`src/mfc_pkg.sv`:
```
// mfc_pkg: constants and types of the mac frame config / phy management block
// assumes a 20 MHz system clock and a word-addressed avalon-mm register port
package mfc_pkg;

   // timing
   localparam int CLK_PERIOD_NS   = 50;
   localparam int MGMT_XACT_NS    = 10240;
   localparam int MGMT_FRAME_BITS = 64;
   localparam int MGMT_BIT_NS     = MGMT_XACT_NS / MGMT_FRAME_BITS;
   localparam int MGMT_BIT_CYC    =
      (MGMT_BIT_NS + CLK_PERIOD_NS - 1) / CLK_PERIOD_NS;
   localparam int START_DELAY_CYC = 2;
   // bits driven by us in a read frame: preamble, start, op, addresses
   localparam int MGMT_RD_DRIVE   = 46;
   localparam int CRC_BYTES       = 4;
   localparam int HEADER_BYTES    = 4;

   // register word indices
   localparam logic [3:0] REG_FRAME_CFG = 4'h0;
   localparam logic [3:0] REG_DEFER_CTL = 4'h1;
   localparam logic [3:0] REG_MGMT_CMD  = 4'h2;
   localparam logic [3:0] REG_MGMT_STAT = 4'h3;
   localparam logic [3:0] REG_PHY_SEL   = 4'h4;
   localparam logic [3:0] REG_RD_LOW    = 4'h5;
   localparam logic [3:0] REG_RD_HIGH   = 4'h6;
   localparam logic [3:0] REG_WR_LOW    = 4'h7;
   localparam logic [3:0] REG_WR_HIGH   = 4'h8;
   localparam logic [3:0] REG_MAX_LEN   = 4'h9;

   // field positions
   localparam int FC_PAD_LSB   = 5;
   localparam int FC_CRC_EN    = 4;
   localparam int FC_HEADER    = 3;
   localparam int FC_OVERSIZE  = 2;
   localparam int FC_LEN_CHECK = 1;
   localparam int FC_FULL_DPX  = 0;
   localparam int DC_DEFER     = 6;
   localparam logic [7:0] DC_RSVD_MASK = 8'h30;
   localparam int CMD_SCAN     = 1;
   localparam int CMD_READ     = 0;
   localparam int ST_PENDING   = 2;
   localparam int ST_SCAN      = 1;
   localparam int ST_BUSY      = 0;
   localparam logic [15:0] MAX_FRAME_RST = 16'h05ee;

   // management frame codes
   localparam logic [1:0] MF_START    = 2'h1;
   localparam logic [1:0] MF_OP_READ  = 2'h2;
   localparam logic [1:0] MF_OP_WRITE = 2'h1;
   localparam logic [1:0] MF_TA_WRITE = 2'h2;

   typedef struct packed {
      logic [2:0]  pad_cfg;
      logic        crc_append;
      logic        crc_check_tail;
      logic        crc_skip_header;
      logic        truncate_en;
      logic [15:0] max_len;
      logic        length_check;
      logic        full_duplex;
      logic        defer_unbounded;
   } mfc_frame_ctrl_type;

   typedef struct packed {
      logic        is_read;
      logic [4:0]  reg_addr;
      logic [15:0] wdata;
   } mfc_mgmt_req_type;

   typedef enum logic [2:0] {
      ST_IDLE  = 3'b001,
      ST_DELAY = 3'b010,
      ST_RUN   = 3'b100
   } mfc_state_type;

endpackage

```
`src/mfc_mgmt_engine.sv`:
```
// mfc_mgmt_engine: serial management frame engine toward the phy
// assumes start only while idle; pins are synchronous to clk_sys
`timescale 1ns/1ps
module mfc_mgmt_engine #(
   parameter logic [4:0] PHY_ADDR = 5'h01,
   parameter int         BIT_CYC  = mfc_pkg::MGMT_BIT_CYC
) (
   // clock and reset
   input  wire logic                      clk_sys,
   input  wire logic                      rst_n,
   // request and answer
   input  wire logic                      start,
   input  wire mfc_pkg::mfc_mgmt_req_type req,
   output      logic                      done,
   output      logic [15:0]               rdata,
   // management pins
   output      logic                      mdc,
   output      logic                      mdio_o,
   output      logic                      mdio_oe,
   input  wire logic                      mdio_i
);
   import mfc_pkg::*;

   if (BIT_CYC < 2 || BIT_CYC > 7) begin : g_chk
      $error("BIT_CYC out of range");
   end

   logic [63:0] shift_q;
   logic [6:0]  bits_q;
   logic [2:0]  ph_q;
   logic        active_q;
   logic        rd_q;
   logic [15:0] cap_q;

   localparam logic [2:0] PH_LAST = 3'(BIT_CYC - 1);
   localparam logic [2:0] PH_RISE = 3'(BIT_CYC / 2);
   localparam logic [6:0] RD_LAST = 7'(MGMT_FRAME_BITS - MGMT_RD_DRIVE);

   wire ph_zero = active_q && ph_q == 3'h0;
   wire ph_rise = active_q && ph_q == PH_RISE;
   wire ph_end  = active_q && ph_q == PH_LAST;
   wire [1:0] op_code = req.is_read ? MF_OP_READ : MF_OP_WRITE;

   always_ff @(posedge clk_sys) begin
      if (!rst_n) begin
         shift_q  <= 64'h0;
         bits_q   <= 7'h0;
         ph_q     <= 3'h0;
         active_q <= 1'b0;
         rd_q     <= 1'b0;
         cap_q    <= 16'h0;
         done     <= 1'b0;
         rdata    <= 16'h0;
         mdc      <= 1'b0;
         mdio_o   <= 1'b0;
         mdio_oe  <= 1'b0;
      end else begin
         done <= 1'b0;
         if (start && !active_q) begin
            // clause 22 frame, preamble of ones first RULE26
            shift_q  <= {32'hffffffff, MF_START, op_code, PHY_ADDR,
                         req.reg_addr, MF_TA_WRITE, req.wdata};
            bits_q   <= 7'(MGMT_FRAME_BITS);
            ph_q     <= 3'h0;
            active_q <= 1'b1;
            rd_q     <= req.is_read;
         end else if (active_q) begin
            ph_q <= ph_end ? 3'h0 : ph_q + 3'h1;
         end
         if (ph_zero) begin
            mdc     <= 1'b0;
            mdio_o  <= shift_q[63];
            // read frames release the line from turnaround onward
            mdio_oe <= !rd_q || bits_q > RD_LAST;
         end
         if (ph_rise) begin
            mdc     <= 1'b1;
            cap_q   <= {cap_q[14:0], mdio_i};
            shift_q <= {shift_q[62:0], 1'b0};
            bits_q  <= bits_q - 7'h1;
         end
         if (ph_end && bits_q == 7'h0) begin
            active_q <= 1'b0;
            done     <= 1'b1;
            rdata    <= cap_q;
            mdio_oe  <= 1'b0;
            // park mdc low between frames
            mdc      <= 1'b0;
         end
      end
   end

   // helper: cycles since the frame began
   logic [9:0] len_q;
   always_ff @(posedge clk_sys) begin
      if (!rst_n || !active_q)
         len_q <= 10'h0;
      else
         len_q <= len_q + 10'h1;
   end

   chk_frame_length: assert property (@(posedge clk_sys) // RULE21
      disable iff (!rst_n)
      done |-> $past(len_q) == 10'(MGMT_FRAME_BITS * BIT_CYC - 1))
      else $error("management frame length wrong");

   chk_read_release: assert property (@(posedge clk_sys) // RULE26
      disable iff (!rst_n)
      (active_q && rd_q && bits_q < RD_LAST && ph_q == PH_RISE) |-> !mdio_oe)
      else $error("read frame drives data phase");

endmodule // mfc_mgmt_engine

```
`src/mfc_mac_cfg_mgmt.sv`:
```
// mfc_mac_cfg_mgmt: mac frame options and phy management registers
// assumes an avalon-mm master and a phy on the management pins
//
// Summary of operation
// RULE1: crc append set appends valid crc always
// RULE2: software sets crc append when pad needs crc
// RULE3: append clear checks last four bytes instead
// RULE4: header enable excludes first four bytes from crc
// RULE5: oversize clear truncates beyond max frame length
// RULE6: length check compares length field, reports mismatch
// RULE7: duplex bit selects mode; software matches phy
// RULE8: defer set waits forever, else aborts
// RULE9: software keeps reserved deferral bits zero
// RULE10: repeat poll rereads selected phy register continually
// RULE11: single read reads selected register exactly once
// RULE12: pending set until read data updated
// RULE13: poll active status shows repeat poll running
// RULE14: busy rises two cycles after a start
// RULE15: phy registers sixteen bits, five bit address
// RULE16: unimplemented phy addresses never written
// RULE17: software writes reserved phy bits as specified
// RULE18: phy reached only via management after ready
// RULE19: latched link bit stays low after drop
// RULE20: second phy status reports link and activity; the phy model reports link only
// RULE21: upper write byte starts write; busy clears after
// RULE22: software waits busy, clears read, then reads
// RULE23: poll stop clears busy after last read
// RULE24: separate select, read and write data buffers
// RULE25: status writes ignored; unused bits read zero
// RULE26: phy frames use clause 22 format
`timescale 1ns/1ps
module mfc_mac_cfg_mgmt #(
   parameter logic [4:0] PHY_ADDR = 5'h01
) (
   // clock and reset
   input  wire logic                        clk_sys,
   input  wire logic                        rst_n,
   // avalon-mm slave
   input  wire logic [3:0]                  avs_address,
   input  wire logic                        avs_read,
   input  wire logic                        avs_write,
   input  wire logic [31:0]                 avs_writedata,
   input  wire logic [3:0]                  avs_byteenable,
   output      logic [31:0]                 avs_readdata,
   output      logic                        avs_waitrequest,
   // frame controls toward the mac datapath
   output      mfc_pkg::mfc_frame_ctrl_type frame_ctrl,
   // management pins
   output      logic                        mdc,
   output      logic                        mdio_o,
   output      logic                        mdio_oe,
   input  wire logic                        mdio_i
);
   import mfc_pkg::*;

   // bus access strobes
   wire       req_any = avs_read || avs_write;
   wire       acc     = req_any && !avs_waitrequest;
   wire       wr_lo   = avs_write && acc && avs_byteenable[0];
   wire       wr_b1   = avs_write && acc && avs_byteenable[1];
   wire [7:0] wd      = avs_writedata[7:0];

   function automatic logic hit(input logic [3:0] idx);
      return avs_address == idx;
   endfunction

   wire wr_frame = wr_lo && hit(REG_FRAME_CFG);
   wire wr_defer = wr_lo && hit(REG_DEFER_CTL);
   wire wr_cmd   = wr_lo && hit(REG_MGMT_CMD);
   wire wr_sel   = wr_lo && hit(REG_PHY_SEL);
   wire wr_wrl   = wr_lo && hit(REG_WR_LOW);
   wire wr_wrh   = wr_lo && hit(REG_WR_HIGH);
   wire wr_len0  = wr_lo && hit(REG_MAX_LEN);
   wire wr_len1  = wr_b1 && hit(REG_MAX_LEN);

   // management registers
   logic [4:0]    phy_reg_select_q;
   logic [7:0]    phy_read_data_low_q;
   logic [7:0]    phy_read_data_high_q;
   logic [7:0]    phy_write_data_low_q;
   logic [7:0]    phy_write_data_high_q;
   logic          cmd_scan_q;
   logic          cmd_read_q;
   logic          busy_q;
   logic          scan_st_q;
   logic          pend_q;
   logic [1:0]    defer_rsvd_q;
   mfc_state_type state_q;
   logic [1:0]    dly_q;
   logic          op_read_q;
   logic          op_scan_q;
   logic          eng_start_q;
   logic          eng_done;
   logic [15:0]   eng_rdata;

   // read and poll starts only act on a 0 to 1 command edge
   wire start_read = wr_cmd && wd[CMD_READ] && !cmd_read_q;
   wire start_scan = wr_cmd && wd[CMD_SCAN] && !cmd_scan_q;
   wire start_any  = start_read || start_scan || wr_wrh;
   wire idle       = state_q == ST_IDLE;

   // register read selection
   logic [15:0] rd_mux;
   always_comb begin
      rd_mux = 16'h0;
      if (hit(REG_FRAME_CFG))
         rd_mux = {8'h0, frame_ctrl.pad_cfg, frame_ctrl.crc_append,
                   frame_ctrl.crc_skip_header, !frame_ctrl.truncate_en,
                   frame_ctrl.length_check, frame_ctrl.full_duplex};
      else if (hit(REG_DEFER_CTL))
         rd_mux = {9'h0, frame_ctrl.defer_unbounded, defer_rsvd_q, 4'h0};
      else if (hit(REG_MGMT_CMD))
         rd_mux = {14'h0, cmd_scan_q, cmd_read_q};
      else if (hit(REG_MGMT_STAT))
         rd_mux = {13'h0, pend_q, scan_st_q, busy_q}; // RULE25
      else if (hit(REG_PHY_SEL))
         rd_mux = {11'h0, phy_reg_select_q};
      else if (hit(REG_RD_LOW))
         rd_mux = {8'h0, phy_read_data_low_q};
      else if (hit(REG_RD_HIGH))
         rd_mux = {8'h0, phy_read_data_high_q};
      else if (hit(REG_WR_LOW))
         rd_mux = {8'h0, phy_write_data_low_q};
      else if (hit(REG_WR_HIGH))
         rd_mux = {8'h0, phy_write_data_high_q};
      else if (hit(REG_MAX_LEN))
         rd_mux = frame_ctrl.max_len;
   end

   // one wait cycle, then the access completes
   always_ff @(posedge clk_sys) begin
      if (!rst_n) begin
         avs_waitrequest <= 1'b1;
         avs_readdata    <= 32'h0;
      end else if (acc) begin
         avs_waitrequest <= 1'b1;
      end else if (req_any) begin
         avs_waitrequest <= 1'b0;
         avs_readdata    <= {16'h0, rd_mux};
      end
   end

   // frame option registers
   always_ff @(posedge clk_sys) begin
      if (!rst_n) begin
         frame_ctrl                 <= '0;
         frame_ctrl.crc_check_tail  <= 1'b1;
         frame_ctrl.truncate_en     <= 1'b1;
         frame_ctrl.max_len         <= MAX_FRAME_RST;
         defer_rsvd_q               <= 2'h0;
      end else begin
         if (wr_frame) begin
            frame_ctrl.pad_cfg         <= wd[FC_PAD_LSB +: 3];
            frame_ctrl.crc_append      <= wd[FC_CRC_EN]; // RULE1
            frame_ctrl.crc_check_tail  <= !wd[FC_CRC_EN]; // RULE3
            frame_ctrl.crc_skip_header <= wd[FC_HEADER]; // RULE4
            frame_ctrl.truncate_en     <= !wd[FC_OVERSIZE]; // RULE5
            frame_ctrl.length_check    <= wd[FC_LEN_CHECK]; // RULE6
            frame_ctrl.full_duplex     <= wd[FC_FULL_DPX]; // RULE7
         end
         if (wr_defer) begin
            frame_ctrl.defer_unbounded <= wd[DC_DEFER]; // RULE8
            defer_rsvd_q <= wd[5:4] & DC_RSVD_MASK[5:4]; // RULE9
         end
         if (wr_len0)
            frame_ctrl.max_len[7:0] <= wd;
         if (wr_len1)
            frame_ctrl.max_len[15:8] <= avs_writedata[15:8];
      end
   end

   // management data buffers
   always_ff @(posedge clk_sys) begin
      if (!rst_n) begin
         phy_reg_select_q      <= 5'h0;
         phy_write_data_low_q  <= 8'h0;
         phy_write_data_high_q <= 8'h0;
         cmd_scan_q            <= 1'b0;
         cmd_read_q            <= 1'b0;
      end else begin
         if (wr_sel)
            phy_reg_select_q <= wd[4:0]; // RULE15
         if (wr_wrl)
            phy_write_data_low_q <= wd; // RULE24
         if (wr_wrh)
            phy_write_data_high_q <= wd;
         if (wr_cmd) begin
            cmd_scan_q <= wd[CMD_SCAN];
            cmd_read_q <= wd[CMD_READ];
         end
      end
   end

   // management sequencer
   always_ff @(posedge clk_sys) begin
      if (!rst_n) begin
         state_q              <= ST_IDLE;
         dly_q                <= 2'h0;
         op_read_q            <= 1'b0;
         op_scan_q            <= 1'b0;
         eng_start_q          <= 1'b0;
         busy_q               <= 1'b0;
         scan_st_q            <= 1'b0;
         pend_q               <= 1'b0;
         phy_read_data_low_q  <= 8'h0;
         phy_read_data_high_q <= 8'h0;
      end else begin
         eng_start_q <= 1'b0;
         case (state_q)
            ST_IDLE: begin
               // new operations are taken only in ST_IDLE; starts in other states are dropped
               if (start_any) begin
                  state_q   <= ST_DELAY;
                  dly_q     <= 2'(START_DELAY_CYC - 1);
                  op_read_q <= start_read || start_scan;
                  op_scan_q <= start_scan;
                  if (start_read || start_scan)
                     pend_q <= 1'b1; // RULE12
               end
            end
            ST_DELAY: begin
               if (dly_q == 2'h0) begin
                  state_q     <= ST_RUN;
                  busy_q      <= 1'b1; // RULE14
                  scan_st_q   <= op_scan_q; // RULE13
                  eng_start_q <= 1'b1;
               end else begin
                  dly_q <= dly_q - 2'h1;
               end
            end
            ST_RUN: begin
               if (eng_done) begin
                  if (op_read_q) begin
                     // phy words land here unchanged RULE16 RULE19 RULE20
                     phy_read_data_low_q  <= eng_rdata[7:0];
                     phy_read_data_high_q <= eng_rdata[15:8];
                     pend_q               <= 1'b0; // RULE12
                  end
                  if (op_scan_q && cmd_scan_q) begin
                     eng_start_q <= 1'b1; // RULE10
                  end else begin
                     state_q   <= ST_IDLE; // RULE11
                     busy_q    <= 1'b0; // RULE23
                     scan_st_q <= 1'b0;
                  end
               end
            end
            default: state_q <= ST_IDLE;
         endcase
      end
   end

   mfc_mgmt_req_type eng_req;
   assign eng_req.is_read  = op_read_q;
   assign eng_req.reg_addr = phy_reg_select_q;
   assign eng_req.wdata    = {phy_write_data_high_q, phy_write_data_low_q};

   mfc_mgmt_engine #(
      .PHY_ADDR (PHY_ADDR),
      .BIT_CYC  (MGMT_BIT_CYC)
   ) u_engine (
      .clk_sys  (clk_sys),
      .rst_n    (rst_n),
      .start    (eng_start_q),
      .req      (eng_req),
      .done     (eng_done),
      .rdata    (eng_rdata),
      .mdc      (mdc),
      .mdio_o   (mdio_o),
      .mdio_oe  (mdio_oe),
      .mdio_i   (mdio_i)
   );

   chk_busy_delay: assert property (@(posedge clk_sys) // RULE14
      disable iff (!rst_n)
      (idle && start_any) |=> !busy_q ##1 !busy_q ##1 busy_q)
      else $error("busy not set two cycles after start");

   chk_pend_set: assert property (@(posedge clk_sys) // RULE12
      disable iff (!rst_n)
      (idle && start_read) |=> pend_q [*2])
      else $error("pending not set on read start");

   chk_read_update: assert property (@(posedge clk_sys) // RULE12
      disable iff (!rst_n)
      (eng_done && op_read_q) |=> !pend_q &&
         {phy_read_data_high_q, phy_read_data_low_q} == $past(eng_rdata))
      else $error("read data not captured");

   chk_scan_repeat: assert property (@(posedge clk_sys) // RULE10
      disable iff (!rst_n)
      (eng_done && op_scan_q && cmd_scan_q) |=> eng_start_q && busy_q)
      else $error("poll did not restart");

   chk_scan_stop: assert property (@(posedge clk_sys) // RULE23
      disable iff (!rst_n)
      (state_q == ST_RUN && eng_done && !(op_scan_q && cmd_scan_q))
      |=> !busy_q && !scan_st_q && idle)
      else $error("busy or scan not cleared");

   chk_crc_mode: assert property (@(posedge clk_sys) // RULE3
      disable iff (!rst_n)
      frame_ctrl.crc_append != frame_ctrl.crc_check_tail)
      else $error("crc append and tail check both set");

   chk_bus_wait: assert property (@(posedge clk_sys) // RULE25
      disable iff (!rst_n)
      (req_any && avs_waitrequest) |=> !avs_waitrequest ##1 avs_waitrequest)
      else $error("bus answer timing wrong");

   chk_busy_bound: assert property (@(posedge clk_sys) // RULE21
      disable iff (!rst_n)
      (eng_start_q && !op_scan_q) |-> ##[255:258] !busy_q)
      else $error("single operation did not finish");

endmodule // mfc_mac_cfg_mgmt

```
`config.mk`:
```
export PLATFORM = sky130hd
export DESIGN_NAME = mfc_mac_cfg_mgmt
export DESIGN_NICKNAME = d
export VERILOG_FILES = /design/src/mfc_pkg.sv /design/src/mfc_mgmt_engine.sv /design/src/mfc_mac_cfg_mgmt.sv
export SDC_FILE = /design/constraint.sdc
export NUM_CORES = 1
export LEC_CHECK = 0
export ABC_AREA = 1
export BUFFER_PORTS_ARGS = -buffer_cell sky130_fd_sc_hd__buf_2
export CAP_MARGIN = 20
export CORE_MARGIN = 4
export CORE_UTILIZATION = 55
export DETAILED_ROUTE_END_ITERATION = 7
export PLACE_DENSITY = 0.87
export SLEW_MARGIN = 20
export SYNTH_ARGS = -nofsm -noshare
export SYNTH_HDL_FRONTEND = slang
export SYNTH_SLANG_ARGS = --single-unit
export TNS_END_PERCENT = 1
```
`constraint.sdc`:
```
create_clock -name clk_sys -period 2.6 [get_ports clk_sys]
set_input_delay 0.78 -clock clk_sys [delete_from_list [all_inputs] [get_ports clk_sys]]
set_output_delay 0.78 -clock clk_sys [all_outputs]
set_load 0.02 [all_outputs]
```
==> qor.yml <==
final_layout:
  area_growth_pct: 14.2
  drive_above_1_share_pct: 14.4
  nNetsFinal: 1150
  fin_util_pct: 64.4
global_route:
  grt_max_degree: 111
  grtUsageMet2_pct: 36.8
  track_usage_pct: 22.6
  grt_pass1_wl_um: 31800
  grtUsageMet3_pct: 3.09
  grt.busiest_layer: "met2"
  grt_overflow: 0
  use_met1_pct: 30.9
  grt_pass1_vias: 6676
  antenna_found_initial: 1
clock_tree:
  post_cts_resized: 0
  clock_latency_ps: 500
  cts.clk_slew.worst_paths_ps: 60
  clkSinkCount: 207
  cts_tree: "done"
  clock_path_buffers: 3
  cts_max_level: 1
  cts.hold.buffers_added: 0
  cts_setup_buffers: 0
  cts_buffers: 21
  cts.root.buffer_cell: "clkbuf_16"
timing:
  fmax_mhz: 458
  hold_viol: 0
  fin_skew_ps: 9.88
  drv_slew: 0
  period_share_pct: 83.9
  final-setup-viol-count: 0
  tightest_slew_ps: 904
  slew_headroom_pct: 39.7
  setup-tns-final_ps: 0
  min_period_ps: 2180
  rsz0062_at_grt: "no"
route:
  ant_nets: 0
  via_per_inst: 5.50
  drc_errors: 0
  drt-total-wl_um: 19600
  vias: 7145
  dr.pass1.iters: 5
  wl_per_cell_um: 15.1
  drtIter0Drc: 667
outcome:
  status: "completed"
pwr:
  total_power_mw: 6.70
  power_density_mw_per_mm2: 711
  power.leakage_nw: 3.76
  peakVddDrop_uv: 608
floorplan:
  num_rows: 44
  die_area_sq_mm: 0.0170
  start_util_pct: 56.4
  coreArea_sq_mm: 0.0146
  die_w_um: 131
  io-pin-count: 107
  die_h_um: 131
run:
  cap_violations: 0
critical_path:
  worstPathRequired_ps: 2920
  path_class: "reg -> reg"
  crit_path_start_kind: "flip-flop"
  crit_arrival_ps: 2500
  cp_max_fo: 50
  cp-end-kind: "flip-flop"
yosys:
  yosysUniqueCellTypes: 39
  synth_cells: 1043
  ys_seq_elements: 207
  ys_seq_area_share_pct: 50.2
  ys.warnings.count: 0
  syn_avg_cell_area_sq_um: 7.91
  synth_area_sq_mm: 0.00825
  ys_top_cells_by_area: "dfxtp_1 (50%), nand2_1 (6.7%), o21ai_0 (6.7%)"
  synth_top_area_share_pct: 50.2
  synth.largest_area_cell: "dfxtp_1"
placement:
  gp_congestion: 0.919
  dp_hpwl_um: 13100
  io_buffers: 72
hold_path:
  hp-class: "reg -> reg"
cell usage in the layout (no fill, tap or decap), drive strengths merged:
| cell type | n |
|---|---|
| a211oi | 7 |
| a21oi | 89 |
| a221oi | 43 |
| a22oi | 2 |
| a311oi | 1 |
| a31oi | 12 |
| buf | 83 |
| bufinv | 3 |
| clkbuf | 31 |
| clkinv | 3 |
| clkinvlp | 1 |
| conb | 16 |
| dfxtp | 207 |
| diode | 1 |
| ha | 6 |
| inv | 137 |
| nand2 | 150 |
| nand3 | 45 |
| nand4 | 6 |
| nor2 | 133 |
| nor3 | 7 |
| o211ai | 8 |
| o21a | 1 |
| o21ai | 112 |
| o221a | 2 |
| o221ai | 1 |
| o22ai | 6 |
| or2 | 2 |
path summary, 6_finish.rpt:
check | from | cells after the start | end | slack, ps
min | u_engine.mdio_o | 2 | u_engine.mdio_o | 450
max reg2reg | u_engine.active_q | 6 | u_engine.shift_q[50] | 420
min reg2reg | u_engine.mdio_o | 2 | u_engine.mdio_o | 450
max | u_engine.active_q | 6 | u_engine.shift_q[50] | 420
worst max-delay path, stage by stage (launching register included):
cell      delay [ps]
dfxtp_1          540
nor2_4           150
inv_1            100
nand2_1          170
inv_2            640
buf_4            310
a221oi_1         100
synth_stat cells, drive strengths merged:
master and count:
a211oi 7, a21oi 89, a221oi 43, a22oi 2, a311oi 1, a31oi 12, buf 34, clkbuf 31
clkinv 1, conb 1, dfxtp 207, ha 6, inv 136, nand2 150, nand3 45, nand4 6
nor2 133, nor3 7, o211ai 8, o21a 1, o21ai 112, o221a 2, o221ai 1, o22ai 6
or2 2
sequential cells by signal, indices dropped and copies added (netlist names), 3 cells and up:
register               cells
u_engine.shift_q          64
frame_ctrl                26
avs_readdata              16
u_engine.cap_q            16
u_engine.rdata            16
phy_read_data_high_q       8
phy_read_data_low_q        8
phy_write_data_high_q      8
phy_write_data_low_q       8
u_engine.bits_q            7
phy_reg_select_q           5
state_q                    3
u_engine.ph_q              3
per-stage QoR:
stage          hold slack, ps  cells  setup WS [ps]  area (sq um)
3_5_place_dp              441   1260            319          8670
6_report                  450   1299            418          9420
5_1_grt                   459   1299            184          9420
2_1_floorplan             425   1058            708          8310
3_3_place_gp              435   1260            356          8670
4_1_cts                   450   1298            416          9420
area by class of cell:
type | count | area, sq um
multi-input combinational | 649 | 3310
clock inverter | 7 | 120
tap | 184 | 230
inverter | 137 | 514
clock buffer | 31 | 633
sequential | 207 | 4140
fill | 1233 | 5220
antenna | 1 | 2.50
timing repair buffer | 83 | 468
routing by layer:
layer	share of wire, %	up-vias	routed length (um)
li1	-	3546	-
met1	44	3343	8550
met2	48	211	9390
met3	5.6	45	1100
met4	2.9	0	561
met5	0	-	0
kinds of logic (layout without fill, tap and decap cells):
kind of cell | Yosys count | count (layout) | synth area share (%)
AND/OR/NAND/NOR | 343 | 343 | 18.2
AO/OA/AOI/OAI | 284 | 284 | 20.3
flip-flops | 207 | 207 | 50.2
buffers and inverters | 202 | 258 | 10.4
adder cells (fa/ha/maj) | 6 | 6 | 0.909
other | 1 | 17 | 0.0454
power breakdown:
part / switching (mW) / internal [mW] / leakage [nW]
combinational: 0.205 / 0.0764 / 1.72
clock: 1.23 / 1.99 / 0.368
sequential: 0.00926 / 3.19 / 1.67
No activity file was read; power rests on OpenSTA's default activity.
